### src/rtl/evt_pkg.sv
// constants shared by the eight bit event timer
package evt_pkg;
  // ****************************************************************
  // widths and register offsets
  // ****************************************************************
  localparam int          CNT_W      = 8;
  localparam int          ADDR_W     = 3;
  localparam int          PRE_W      = 7;
  localparam logic [2:0]  OFF_CTRL0  = 3'h0;
  localparam logic [2:0]  OFF_CTRL1  = 3'h1;
  localparam logic [2:0]  OFF_STATUS = 3'h2;
  localparam logic [2:0]  OFF_COUNT  = 3'h3;
  localparam logic [2:0]  OFF_CMP_A  = 3'h4;
  localparam logic [2:0]  OFF_CMP_B  = 3'h5;

  // ****************************************************************
  // field positions
  // ****************************************************************
  // ctrl0: [7:5] irq enables b,a,wrap  [4:3] clear select  [2:0] clock
  localparam int IRQ_EN_HI  = 7;
  localparam int IRQ_EN_LO  = 5;
  localparam int CLR_HI     = 4;
  localparam int CLR_LO     = 3;
  localparam int CKS_HI     = 2;
  localparam int CKS_LO     = 0;
  // ctrl1: [4:3] trigger edge  [2] trigger enable  [1:0] ext clock edge
  localparam int TEDGE_HI   = 4;
  localparam int TEDGE_LO   = 3;
  localparam int TRG_EN_BIT = 2;
  localparam int XEDGE_HI   = 1;
  localparam int XEDGE_LO   = 0;
  // status: [7:5] flags b,a,wrap  [4] reads one  [3:2] out b  [1:0] out a
  localparam int FLAG_HI    = 7;
  localparam int FLAG_LO    = 5;
  localparam int RSVD_BIT   = 4;
  localparam int OSB_HI     = 3;
  localparam int OSB_LO     = 2;
  localparam int OSA_HI     = 1;
  localparam int OSA_LO     = 0;
  localparam int FLG_WRAP   = 0;
  localparam int FLG_A      = 1;
  localparam int FLG_B      = 2;

  // ****************************************************************
  // encodings
  // ****************************************************************
  localparam logic [2:0] CKS_STOP = 3'h0;
  localparam logic [2:0] CKS_EXT  = 3'h7;
  localparam logic [1:0] CLR_NONE = 2'h0;
  localparam logic [1:0] CLR_A    = 2'h1;
  localparam logic [1:0] CLR_B    = 2'h2;
  localparam logic [1:0] CLR_EXT  = 2'h3;
  localparam logic [1:0] OUT_KEEP = 2'h0;
  localparam logic [1:0] OUT_LOW  = 2'h1;
  localparam logic [1:0] OUT_HIGH = 2'h2;
  localparam logic [1:0] OUT_TGL  = 2'h3;
  localparam logic [1:0] EDGE_RISE = 2'h1;
  localparam logic [1:0] EDGE_FALL = 2'h2;
  localparam logic [1:0] EDGE_BOTH = 2'h3;
  localparam logic [1:0] XEDGE_RISE = 2'h0;
  localparam logic [1:0] XEDGE_FALL = 2'h1;

  // ****************************************************************
  // reset values and fixed numbers
  // ****************************************************************
  localparam logic [7:0] CNT_MAX    = 8'hFF;
  localparam logic [7:0] CNT_ZERO   = 8'h00;
  localparam logic [7:0] CMP_RST    = 8'hFF;
  localparam logic [7:0] REG_ZERO   = 8'h00;
  localparam logic [7:0] CNT_ONE    = 8'h01;
  localparam logic [7:0] PRE_SHIFT  = 8'h02;
  localparam int         PIN_EXT    = 0;
  localparam int         PIN_RST    = 1;
  localparam int         PIN_TRG    = 2;
  localparam int         NUM_PINS   = 3;

  typedef enum logic {EVT_RUN, EVT_HALT} evt_run_t;
endpackage : evt_pkg

### src/rtl/evt_edge.sv
// synchroniser and edge detector for one timer input pin
`timescale 1ns/10ps
module evt_edge (
  input  wire logic mclk,
  input  wire logic rst_n,
  input  wire logic ce,
  input  wire logic pin,
  output logic      rise,
  output logic      fall
);
  logic meta_q;
  logic sync_q;
  logic last_q;
  logic meta_d;
  logic sync_d;
  logic last_d;

  always_comb begin
    meta_d = pin;
    sync_d = meta_q;
    last_d = sync_q;
  end

  // meta_q feeds sync_q only; edges are taken from the settled pair
  always_ff @(posedge mclk or negedge rst_n) begin
    if (!rst_n) begin
      meta_q <= 1'b0;
      sync_q <= 1'b0;
      last_q <= 1'b0;
    end else if (ce) begin
      meta_q <= meta_d;
      sync_q <= sync_d;
      last_q <= last_d;
    end
  end

  assign rise = sync_q & ~last_q;
  assign fall = ~sync_q & last_q;
endmodule : evt_edge

### src/rtl/evt_timer.sv
// eight bit event timer with two compare registers and a pulse output
// What this block does
// - count only once a clock source is selected; stay stopped otherwise
// - external clock in both-edge mode counts every rise and every fall
// - wrap from all ones to zero sets the wrap flag
// - wrap flag with its enable set raises the interrupt
// - counter compared against both compare values; match sets its flag
// - match pulse comes in the last cycle the values are equal
// - match flag with its enable set raises the interrupt
// - each match drives the pulse pin by its own two-bit action field
// - clear select 01 or 10 clears the counter on that match
// - clear select 11 clears the counter on a counter reset pin rise
// - with trigger enable, any clear also halts counting at zero
// - halted counter restarts on the selected trigger pin edge
// - action codes: keep, drive low, drive high, toggle
// - a flag clears by writing zero only after it was read as one
// - trigger edge may be rising, falling or both
// - internal clocks are the system clock over 128,64,32,16,8 or 4
`timescale 1ns/10ps
module evt_timer (
  input  wire logic                       mclk,
  input  wire logic                       arst_n,
  input  wire logic                       ce,
  input  wire logic [evt_pkg::ADDR_W-1:0] addr,
  input  wire logic [7:0]                 wdata,
  input  wire logic                       wr_en,
  input  wire logic                       rd_en,
  input  wire logic                       ext_clk_pin,
  input  wire logic                       counter_reset_pin,
  input  wire logic                       trigger_input_pin,
  output logic      [7:0]                 rdata,
  output logic                            irq,
  output logic                            pulse_output_pin
);
  // ****************************************************************
  // reset release and pin synchronisers
  // ****************************************************************
  logic       rst_meta_q;
  logic       rst_n;
  logic [2:0] pins;
  logic [2:0] ev_rise;
  logic [2:0] ev_fall;

  always_ff @(posedge mclk or negedge arst_n) begin
    if (!arst_n) begin
      rst_meta_q <= 1'b0;
      rst_n      <= 1'b0;
    end else begin
      rst_meta_q <= 1'b1;
      rst_n      <= rst_meta_q;
    end
  end

  assign pins = {trigger_input_pin, counter_reset_pin, ext_clk_pin};

  genvar gi;
  generate
    for (gi = 0; gi < evt_pkg::NUM_PINS; gi++) begin : g_pin
      evt_edge u_edge (
        .mclk (mclk),
        .rst_n(rst_n),
        .ce   (ce),
        .pin  (pins[gi]),
        .rise (ev_rise[gi]),
        .fall (ev_fall[gi])
      );
    end
  endgenerate

  // ****************************************************************
  // state
  // ****************************************************************
  logic [7:0]             ctrl0_q, ctrl0_d;
  logic [7:0]             ctrl1_q, ctrl1_d;
  logic [3:0]             osel_q, osel_d;
  logic [2:0]             flags_q, flags_d;
  logic [2:0]             seen_q, seen_d;
  logic [7:0]             cnt_q, cnt_d;
  logic [7:0]             cmp_a_q, cmp_a_d;
  logic [7:0]             cmp_b_q, cmp_b_d;
  logic [evt_pkg::PRE_W-1:0] pre_q, pre_d;
  evt_pkg::evt_run_t      run_q, run_d;
  logic                   pin_q, pin_d;
  logic                   irq_q, irq_d;
  logic [7:0]             rdata_q, rdata_d;

  // ****************************************************************
  // decoded fields and events
  // ****************************************************************
  logic [2:0] cks;
  logic [1:0] clr_sel;
  logic [1:0] tedge;
  logic [1:0] xedge;
  logic       trg_en;
  logic [7:0] pre_mask;
  logic       src_tick;
  logic       tick;
  logic       match_a;
  logic       match_b;
  logic       clr_evt;
  logic       wrap_evt;
  logic       trg_hit;
  logic [2:0] flag_set;
  logic [2:0] flag_clr;
  logic       wr_stat;
  logic [7:0] status_rd;

  always_comb begin
    cks      = ctrl0_q[evt_pkg::CKS_HI:evt_pkg::CKS_LO];
    clr_sel  = ctrl0_q[evt_pkg::CLR_HI:evt_pkg::CLR_LO];
    tedge    = ctrl1_q[evt_pkg::TEDGE_HI:evt_pkg::TEDGE_LO];
    xedge    = ctrl1_q[evt_pkg::XEDGE_HI:evt_pkg::XEDGE_LO];
    trg_en   = ctrl1_q[evt_pkg::TRG_EN_BIT];
    // codes 1..6 give divide by 4..128
    pre_mask = (evt_pkg::PRE_SHIFT << cks) - evt_pkg::CNT_ONE;
    if (cks == evt_pkg::CKS_STOP) begin
      src_tick = 1'b0;
    end else if (cks == evt_pkg::CKS_EXT) begin
      unique case (xedge)
        evt_pkg::XEDGE_RISE: src_tick = ev_rise[evt_pkg::PIN_EXT];
        evt_pkg::XEDGE_FALL: src_tick = ev_fall[evt_pkg::PIN_EXT];
        default: src_tick = ev_rise[evt_pkg::PIN_EXT] |
                            ev_fall[evt_pkg::PIN_EXT];
      endcase
    end else begin
      src_tick = &(pre_q | ~pre_mask[evt_pkg::PRE_W-1:0]);
    end
    tick     = src_tick && (run_q == evt_pkg::EVT_RUN);
    // the match counts only on the cycle the counter leaves the value
    match_a  = tick && (cnt_q == cmp_a_q);
    match_b  = tick && (cnt_q == cmp_b_q);
    // the reset pin pulse must span at least one sampling edge
    clr_evt  = (match_a && clr_sel == evt_pkg::CLR_A) ||
               (match_b && clr_sel == evt_pkg::CLR_B) ||
               (ev_rise[evt_pkg::PIN_RST] &&
                clr_sel == evt_pkg::CLR_EXT);
    wrap_evt = tick && (cnt_q == evt_pkg::CNT_MAX) && !clr_evt;
    unique case (tedge)
      evt_pkg::EDGE_RISE: trg_hit = ev_rise[evt_pkg::PIN_TRG];
      evt_pkg::EDGE_FALL: trg_hit = ev_fall[evt_pkg::PIN_TRG];
      evt_pkg::EDGE_BOTH: trg_hit = ev_rise[evt_pkg::PIN_TRG] |
                                    ev_fall[evt_pkg::PIN_TRG];
      default:            trg_hit = 1'b0;
    endcase
    wr_stat  = wr_en && (addr == evt_pkg::OFF_STATUS);
    flag_set = {match_b, match_a, wrap_evt};
    flag_clr = wr_stat ? (seen_q & ~wdata[evt_pkg::FLAG_HI:evt_pkg::FLAG_LO])
                       : 3'h0;
    status_rd = {flags_q, 1'b1, osel_q};
  end

  // ****************************************************************
  // counter, prescaler, run state and output pin
  // ****************************************************************
  always_comb begin
    pre_d = pre_q + 7'h01;
    cnt_d = cnt_q;
    if (clr_evt) begin
      cnt_d = evt_pkg::CNT_ZERO;
    end else if (wr_en && addr == evt_pkg::OFF_COUNT) begin
      cnt_d = wdata;
    end else if (tick) begin
      cnt_d = cnt_q + evt_pkg::CNT_ONE;
    end
    run_d = run_q;
    unique case (run_q)
      evt_pkg::EVT_RUN: begin
        if (trg_en && clr_evt) begin
          run_d = evt_pkg::EVT_HALT;
        end
      end
      evt_pkg::EVT_HALT: begin
        if (trg_hit || !trg_en) begin
          run_d = evt_pkg::EVT_RUN;
        end
      end
    endcase
    // match b first so that match a's action applies on top of it when both land together
    pin_d = pin_q;
    if (match_b) begin
      unique case (osel_q[evt_pkg::OSB_HI:evt_pkg::OSB_LO])
        evt_pkg::OUT_KEEP: pin_d = pin_d;
        evt_pkg::OUT_LOW:  pin_d = 1'b0;
        evt_pkg::OUT_HIGH: pin_d = 1'b1;
        evt_pkg::OUT_TGL:  pin_d = ~pin_d;
      endcase
    end
    if (match_a) begin
      unique case (osel_q[evt_pkg::OSA_HI:evt_pkg::OSA_LO])
        evt_pkg::OUT_KEEP: pin_d = pin_d;
        evt_pkg::OUT_LOW:  pin_d = 1'b0;
        evt_pkg::OUT_HIGH: pin_d = 1'b1;
        evt_pkg::OUT_TGL:  pin_d = ~pin_d;
      endcase
    end
  end

  always_ff @(posedge mclk or negedge rst_n) begin
    if (!rst_n) begin
      pre_q <= '0;
      cnt_q <= evt_pkg::CNT_ZERO;
      run_q <= evt_pkg::EVT_RUN;
      pin_q <= 1'b0;
    end else if (ce) begin
      pre_q <= pre_d;
      cnt_q <= cnt_d;
      run_q <= run_d;
      pin_q <= pin_d;
    end
  end

  // ****************************************************************
  // register port, flags and interrupt
  // ****************************************************************
  always_comb begin
    ctrl0_d = ctrl0_q;
    ctrl1_d = ctrl1_q;
    osel_d  = osel_q;
    cmp_a_d = cmp_a_q;
    cmp_b_d = cmp_b_q;
    seen_d  = seen_q;
    rdata_d = evt_pkg::REG_ZERO;
    if (wr_en) begin
      unique case (addr)
        evt_pkg::OFF_CTRL0:  ctrl0_d = wdata;
        evt_pkg::OFF_CTRL1:  ctrl1_d = wdata;
        evt_pkg::OFF_STATUS: osel_d  = wdata[evt_pkg::OSB_HI:evt_pkg::OSA_LO];
        evt_pkg::OFF_CMP_A:  cmp_a_d = wdata;
        evt_pkg::OFF_CMP_B:  cmp_b_d = wdata;
        default: ;
      endcase
      if (wr_stat) begin
        seen_d = 3'h0;
      end
    end
    if (rd_en) begin
      unique case (addr)
        evt_pkg::OFF_CTRL0:  rdata_d = ctrl0_q;
        evt_pkg::OFF_CTRL1:  rdata_d = ctrl1_q;
        evt_pkg::OFF_STATUS: begin
          rdata_d = status_rd;
          seen_d  = seen_q | flags_q;
        end
        evt_pkg::OFF_COUNT:  rdata_d = cnt_q;
        evt_pkg::OFF_CMP_A:  rdata_d = cmp_a_q;
        evt_pkg::OFF_CMP_B:  rdata_d = cmp_b_q;
        default:             rdata_d = evt_pkg::REG_ZERO;
      endcase
    end
    // a new event in the clearing cycle survives the clear
    flags_d = (flags_q & ~flag_clr) | flag_set;
    irq_d   = |(flags_q & ctrl0_q[evt_pkg::IRQ_EN_HI:evt_pkg::IRQ_EN_LO]);
  end

  always_ff @(posedge mclk or negedge rst_n) begin
    if (!rst_n) begin
      ctrl0_q <= evt_pkg::REG_ZERO;
      ctrl1_q <= evt_pkg::REG_ZERO;
      osel_q  <= 4'h0;
      cmp_a_q <= evt_pkg::CMP_RST;
      cmp_b_q <= evt_pkg::CMP_RST;
      flags_q <= 3'h0;
      seen_q  <= 3'h0;
      irq_q   <= 1'b0;
      rdata_q <= evt_pkg::REG_ZERO;
    end else if (ce) begin
      ctrl0_q <= ctrl0_d;
      ctrl1_q <= ctrl1_d;
      osel_q  <= osel_d;
      cmp_a_q <= cmp_a_d;
      cmp_b_q <= cmp_b_d;
      flags_q <= flags_d;
      seen_q  <= seen_d;
      irq_q   <= irq_d;
      rdata_q <= rdata_d;
    end
  end

  assign rdata            = rdata_q;
  assign irq              = irq_q;
  assign pulse_output_pin = pin_q;
endmodule : evt_timer

### config.mk
export PLATFORM = sky130hd
export DESIGN_NAME = evt_timer
export DESIGN_NICKNAME = d
export VERILOG_FILES = /design/src/rtl/evt_pkg.sv /design/src/rtl/evt_edge.sv /design/src/rtl/evt_timer.sv
export SDC_FILE = /design/constraint.sdc
export NUM_CORES = 1
export LEC_CHECK = 0
export BUFFER_PORTS_ARGS = -buffer_cell sky130_fd_sc_hd__buf_2
export CORE_ASPECT_RATIO = 0.8
export CORE_MARGIN = 5
export CORE_UTILIZATION = 60
export CTS_BUF_LIST = sky130_fd_sc_hd__clkbuf_8 sky130_fd_sc_hd__clkbuf_16
export CTS_CLUSTER_DIAMETER = 150
export DETAILED_ROUTE_END_ITERATION = 8
export GPL_TIMING_DRIVEN = 0
export MAX_ROUTING_LAYER = met4
export PLACE_DENSITY_LB_ADDON = 0.08
export SLEW_MARGIN = 10
export SYNTH_ARGS = -nofsm -noshare
export SYNTH_HDL_FRONTEND = slang
export SYNTH_SLANG_ARGS = --single-unit
### constraint.sdc
create_clock -name mclk -period 5.57 [get_ports mclk]
set_clock_uncertainty 0.15 [all_clocks]
set_input_delay 0.8355 -clock mclk [delete_from_list [all_inputs] [get_ports mclk]]
set_output_delay 0.8355 -clock mclk [all_outputs]
set_load 0.01 [all_outputs]
==> impl_results.md, run 1 <==
* Status: completed
* Worst Tran Pin Value at 0.945 ns
* GP Congestion at 0.920
* Fill cell count at 561
* Overflow after GRT at 0
* Via/cell ratio at 6.15
* Nets at 447
* Dpl cells at 497
* Post-synth ARST share at 100%
* Crit end category: register
* R2r setup slk at 2.70 ns
* Detailed Route Iter0 Violations at 218
* Ant. Diodes at 0
* Post-CTS Setup Repair Bufs at 0
* Final setup vio count at 0
* Sequential fraction of the synthesis area at 46.8%
* Post-synth EDFFs at 0
* Clock Latency Late Sink at 0.36 ns
* Post-CTS Resized at 0
* Initial antenna violation count at 0
* Final std cells w/o fill at 513
* RR Endpoint: pulse_output_pin$_DFFE_PN0P_
* Peak supply drop at 0.000190 V
* Hold Vio Cnt, Final at 0
* Final Cell Area at 4750 µm²
* Overall die area at 8910 µm²
* Most frequent cells in the layout: 62 x dfrtp_1, 53 x mux2_2, 36 x buf_2
* Core Box Area at 6890 µm²
* Sink Count at 79
* CTS tree: built
* Nature of the critical path startpoint: register
* Post-synth top flop: dfrtp_1
* IO Count at 29
* Largest net degree at the start of global routing at 53
* Leakage at 2.05 nW
* Clk buf depth at 2
* Post-Syn Nets at 409
* Final wirelength at 10100 µm
* Drt pass-1 iters at 5
* Die width at 104 µm
* Layout Utilization at 68.9%
* Vias in the first global route at 3178
* DR WL/cell at 19.8 µm
* CTS root buffer: clkbuf_8
* Worst Path Max Fanout at 10
* Slew Limit Fails at 0
* Post-synthesis cell count at 383
* Hold crit path type: in2async
* Warnings, synthesis at 0
* # rows at 27
* Die Span Y at 85.5 µm
* Mapped Area at 4270 µm²
* Pwr dens at 389 nW/µm²
* CTS Hold Bufs at 0
* Port Buf Inserts at 26
* CP Data Required Time at 5.63 ns
* RSZ-0062 raised after global routing: no
* Total CTS buffers at 9
* Clock transition at the registers of the reported paths at 0.08 ns
* Max-Cap Viols at 0
* H-tree levels at 3
* Synth unique cells at 58
* Post-DRT Antenna Nets at 0
* Via Count at 3154
* Cells on worst reg2reg path at 10
* Worst r2r src: ctrl0_q[1]$_DFFE_PN0P_
* Tmin final at 2.87 ns
* DRC violations left at 0
* First-pass GRT wire length at 16800 µm
* F_max at 0.349 GHz
* Initial Utilization at 62.0%
* Leading cell type in the layout, fill and taps excluded: dfrtp_1
* Share of post-route cells with drive strength above 1 at 32.9%
* Avg Cell Area, Syn at 11.1 µm²
* Slew Limit Headroom at 36.8%
* HPWL reported at the end of detailed placement at 7310 µm
* #FFs+latches synth at 79
* Placement Cell Area at 4540 µm²
* GRT Resource Usage Total at 24.7%
* Setup TNS at 0 ns
* Fin crit share at 51.5%
* Crit Path Class: reg2reg
* Area Growth Syn to Fin at 11.2%
* Worst path arrival time at 2.93 ns
==> where the power goes <==
group / internal (mW) / switching [mW]
Clock: 0.221 / 0.221
Combinational: 0.279 / 0.270
Sequential: 0.724 / 0.131
Total: 1.23 / 0.622
==> layout make-up <==
type / instances / area, µm² / share of cell area (%)
flip-flops and latches: 79 / 2000 / 42.1
well taps: 87 / 109 / 2.29
clock inverters: 6 / 68.8 / 1.45
plain buffers: 21 / 106 / 2.24
clock buffers: 10 / 138 / 2.90
multi-input cells: 264 / 2100 / 44.1
inverters: 19 / 71.3 / 1.50
repair buffers: 27 / 158 / 3.32
==> flip-flops by register name, indices dropped and copies added (netlist names), 4 cells and up <==
| signal | count |
|---|---|
| cmp_a_q | 8 |
| cmp_b_q | 8 |
| cnt_q | 8 |
| ctrl0_q | 8 |
| ctrl1_q | 8 |
| rdata | 8 |
| pre_q | 7 |
| osel_q | 4 |
==> worst max-delay path: stages (launching register included) <==
cell and delay, ns:
dfrtp_1 0.39, buf_6 0.14, nor2_1 0.13, nand2_1 0.07, ha_1 0.23, nor2b_1 0.16, a2111o_1 0.42, o31ai_2 0.14
a31oi_4 0.21, nor3_1 0.49, a222oi_1 0.17
==> worst max path at each step <==
| stage | slack [ns] | endpoint | from | depth (start not counted) |
|---|---|---|---|---|
| 6_report | 2.70 | pulse_output_pin$_DFFE_PN0P_ | ctrl0_q[1]$_DFFE_PN0P_ | 10 |
| 5_1_grt | 2.56 | pulse_output_pin$_DFFE_PN0P_ | ctrl0_q[1]$_DFFE_PN0P_ | 10 |
| 4_1_cts | 2.73 | pulse_output_pin$_DFFE_PN0P_ | ctrl0_q[1]$_DFFE_PN0P_ | 10 |
| 3_5_place_dp | 2.65 | ctrl1_q[0]$_DFFE_PN0P_ | addr[0] | 5 |
| 3_3_place_gp | 2.18 | seen_q[1]$_DFFE_PN0P_ | rst_n$_DFF_PN0_ | 0 |
| 2_1_floorplan | 3.08 | cnt_q[0]$_DFFE_PN0P_ | rst_n$_DFF_PN0_ | 0 |
==> cell families (layout without fill, tap and decap cells) <==
logic type,after synthesis,count (layout),synth area share (%)
and+or+nand+nor,94,94,11.3
muxes,60,60,16.5
xor gates and xnor gates,27,27,5.54
buffers and inverters,40,83,4.16
DFF,79,79,46.8
AOI/OAI and AO/OA,75,75,13.6
other,1,1,0.0878
adders and majority gates,7,7,2.05
==> metal layers <==
layer,up-vias,track usage (%),part of all wire (%)
li1,1456,-,-
met2,129,35.6,44
met1,1552,35.5,47
met3,17,5.40,7.2
met4,0,6.24,1.2
met5,-,-,0
==> per-stage QoR <==
stage          hold WS [ns]  power, mW  worst slack, ns
3_3_place_gp          0.186       1.38             2.18
2_1_floorplan         0.181       1.26             3.08
6_report             0.0881       1.85             2.70
3_5_place_dp          0.103       1.40             2.65
4_1_cts              0.0722       1.85             2.73
5_1_grt              0.0696       1.96             2.56
==> cell usage after synthesis (all sizes together) (2+ instances only) <==
master    n  share of area, %
dfstp    16               9.8
nor3      5              0.82
ha        7               2.1
nand2b    3              0.44
nor4b     2              0.41
o2111ai   6               1.2
and2      3              0.44
xor2      5               1.0
mux4      3               1.6
mux2i     3              0.70
a31oi     2              0.64
o211ai    2              0.35
nand4     8               1.2
o22ai    10               1.5
o2bb2ai   8               1.6
mux2     54                14
and3      5              0.73
o21ai    13               2.1
nor2b     5              0.73
xnor2    22               4.5
o31ai     2              0.47
dfrtp    63                37
buf      12               1.7
nor2     17               1.5
a222oi    2              0.47
nand3     7              0.82
inv      19               1.7
a22oi     6               1.1
a21oi    13               1.7
nand2    32               2.8
clkbuf    9              0.79
(Power assumes the default switching activity.)
==> inputs of run 2 (changes only) <==
- CORE_UTILIZATION: 60 -> 55
- clock period: 5.57 -> 2.4 ns (I/O delays scaled with it)
==> run 2 against run 1 <==
  * The run now ends with negative setup slack left
  * Register-to-register slack lost 2.9 ns
  * Sequential power rose by 140%
  * Setup slack lost 2.9 ns
  * Routed wire length increased by 8.1%
  * Sequential cell count did not move
  * Clock power rose by 130%
  * Utilization is 0.72 points lower
  * Largest cell class unchanged
==> impl_results.md, run 2 (same netlist as run 1, synthesis figures left out) <==
* Die Span Y at 88.8 µm
* Port Buf Inserts at 26
* Fin crit share at 110%
* DRC violations left at 0
* Sink of the worst hold path: g_pin[0].u_edge.meta_q$_DFFE_PN0P_
* Ant. Diodes at 0
* Crit Path Class: reg2reg
* HP Start: ext_clk_pin
* Clock transition at the registers of the reported paths at 0.08 ns
* Final setup vio count at 13
* Failing checks: negative setup slack
* Initial antenna violation count at 0
* DR WL/cell at 19.9 µm
* Register area at 2000 µm²
* Pwr dens at 895 nW/µm²
* GP Congestion at 0.884
* Power consumption at 4.57 mW
* Via/cell ratio at 6.07
* Overflow after GRT at 0
* Setup ws final at -0.229 ns
* Setup TNS at -1.99 ns
* Worst r2r src: ctrl0_q[1]$_DFFE_PN0P_
* Slew Limit Fails at 0
* IO Count at 29
* Largest net degree at the start of global routing at 42
* Peak supply drop at 0.000449 V
* Leading cell type in the layout, fill and taps excluded: dfrtp_1
* Worst path arrival time at 2.77 ns
* Max-Cap Viols at 0
* Final wirelength at 11000 µm
* Clock Latency Late Sink at 0.36 ns
* Drt pass-1 iters at 5
* HPWL reported at the end of detailed placement at 7470 µm
* Core Box Area at 7500 µm²
* Share of post-route cells with drive strength above 1 at 40.8%
* F_max at 0.380 GHz
* Vias in the first global route at 3219
* Fill cell count at 597
* Detailed Route Iter0 Violations at 339
* GRT Resource Usage Total at 25.5%
* First-pass GRT wire length at 17800 µm
* Via Count at 3342
* Sink Count at 79
* Worst Path Max Fanout at 8
* Post-DRT Antenna Nets at 0
* Status: finished with violations
* R2r setup slk at -0.23 ns
* Leakage at 2.19 nW
* Initial Utilization at 57.0%
* RR Endpoint: cnt_q[4]$_DFFE_PN0P_
* Most frequent cells in the layout: 60 x dfrtp_1, 53 x mux2_2, 36 x buf_2
* Worst Tran Pin Value at 0.899 ns
* Worst hold stages at 2
* Overall die area at 9640 µm²
* Final Cell Area at 5110 µm²
* # rows at 28
* Nature of the critical path startpoint: register
* Die width at 109 µm
* Hold crit path type: in2reg
* Slew Limit Headroom at 39.7%
* Nets at 467
* CP Data Required Time at 2.54 ns
* Area Growth Syn to Fin at 19.7%
* CTS root buffer: clkbuf_8
* Area of the multi-input gates at 2260 µm²
* Crit end category: register
* Cells on worst reg2reg path at 12
* H-tree levels at 3
* Tmin final at 2.63 ns
* CTS tree: built
* Clk buf depth at 2
* Placement Cell Area at 4560 µm²
* RSZ-0062 raised after global routing: yes
* Hold Vio Cnt, Final at 0
* Total CTS buffers at 9
-- run 2: stage by stage --
stage | instances | setup WS, ns | hold slack [ns] | utilization [%]
after global routing | 551 | -0.324 | 0.0631 | 68.2
after global placement | 514 | -0.317 | -0.00456 | 60.5
after detailed placement | 515 | -0.350 | -0.00208 | 60.8
after floorplan | 383 | 0.00319 | -0.0856 | -
after CTS | 544 | -0.181 | 0.0731 | 66.6
final | 551 | -0.229 | 0.0791 | 68.2
-- run 2: layout make-up --
class / count / share of cell area [%]
clock buffers: 9 / 2.42
repair buffers: 47 / 6.56
clock inverters: 7 / 1.44
multi-input cells: 264 / 44.3
flip-flops and latches: 79 / 39.2
plain buffers: 21 / 2.08
well taps: 105 / 2.57
inverters: 19 / 1.40
-- run 2: where the power goes --
group	switching [mW]	internal, mW	leakage [nW]
combinational	0.740	0.823	1.13
sequential	0.327	1.68	0.965
clock	0.521	0.482	0.0992
-- run 2: timing repair --
item | in CTS | in global routing
resized for setup | 22 | 14
endpoints found under the hold margin | 2 | 0
pin swaps | 13 | 15
buffers inserted | 12 | 7
endpoints found under the setup margin | 12 | 13
hold buffers | 1 | 0
-- run 2: worst max-delay path: stages (launching register included) --
cell and delay, ns:
dfrtp_1 0.40, buf_6 0.14, nor2_4 0.09, nand2_2 0.07, ha_4 0.18, nor4b_1 0.33
a2111o_1 0.23, o31ai_4 0.10, a211o_1 0.31, buf_6 0.14, o21ai_4 0.14, buf_12 0.16
o2bb2ai_4 0.12
-- run 2: worst max-delay path by stage --
| stage | cells after the start | slack, ns | to | from |
|---|---|---|---|---|
| floorplan | 11 | 0.003 | cnt_q[7]$_DFFE_PN0P_ | ctrl0_q[1]$_DFFE_PN0P_ |
| detailed placement | 10 | -0.35 | pulse_output_pin$_DFFE_PN0P_ | ctrl0_q[1]$_DFFE_PN0P_ |
| CTS | 12 | -0.18 | cnt_q[4]$_DFFE_PN0P_ | ctrl0_q[1]$_DFFE_PN0P_ |
| global placement | 10 | -0.32 | pulse_output_pin$_DFFE_PN0P_ | ctrl0_q[1]$_DFFE_PN0P_ |
| global route | 12 | -0.32 | cnt_q[4]$_DFFE_PN0P_ | ctrl0_q[1]$_DFFE_PN0P_ |
| finish | 12 | -0.23 | cnt_q[4]$_DFFE_PN0P_ | ctrl0_q[1]$_DFFE_PN0P_ |
-- run 2: layer usage --
layer	vias up	routed length [µm]	GRT usage, %
li1	1511	-	-
met1	1672	5230	37.4
met2	139	4740	35.7
met3	20	804	5.40
met4	0	190	7.22
met5	-	0	-
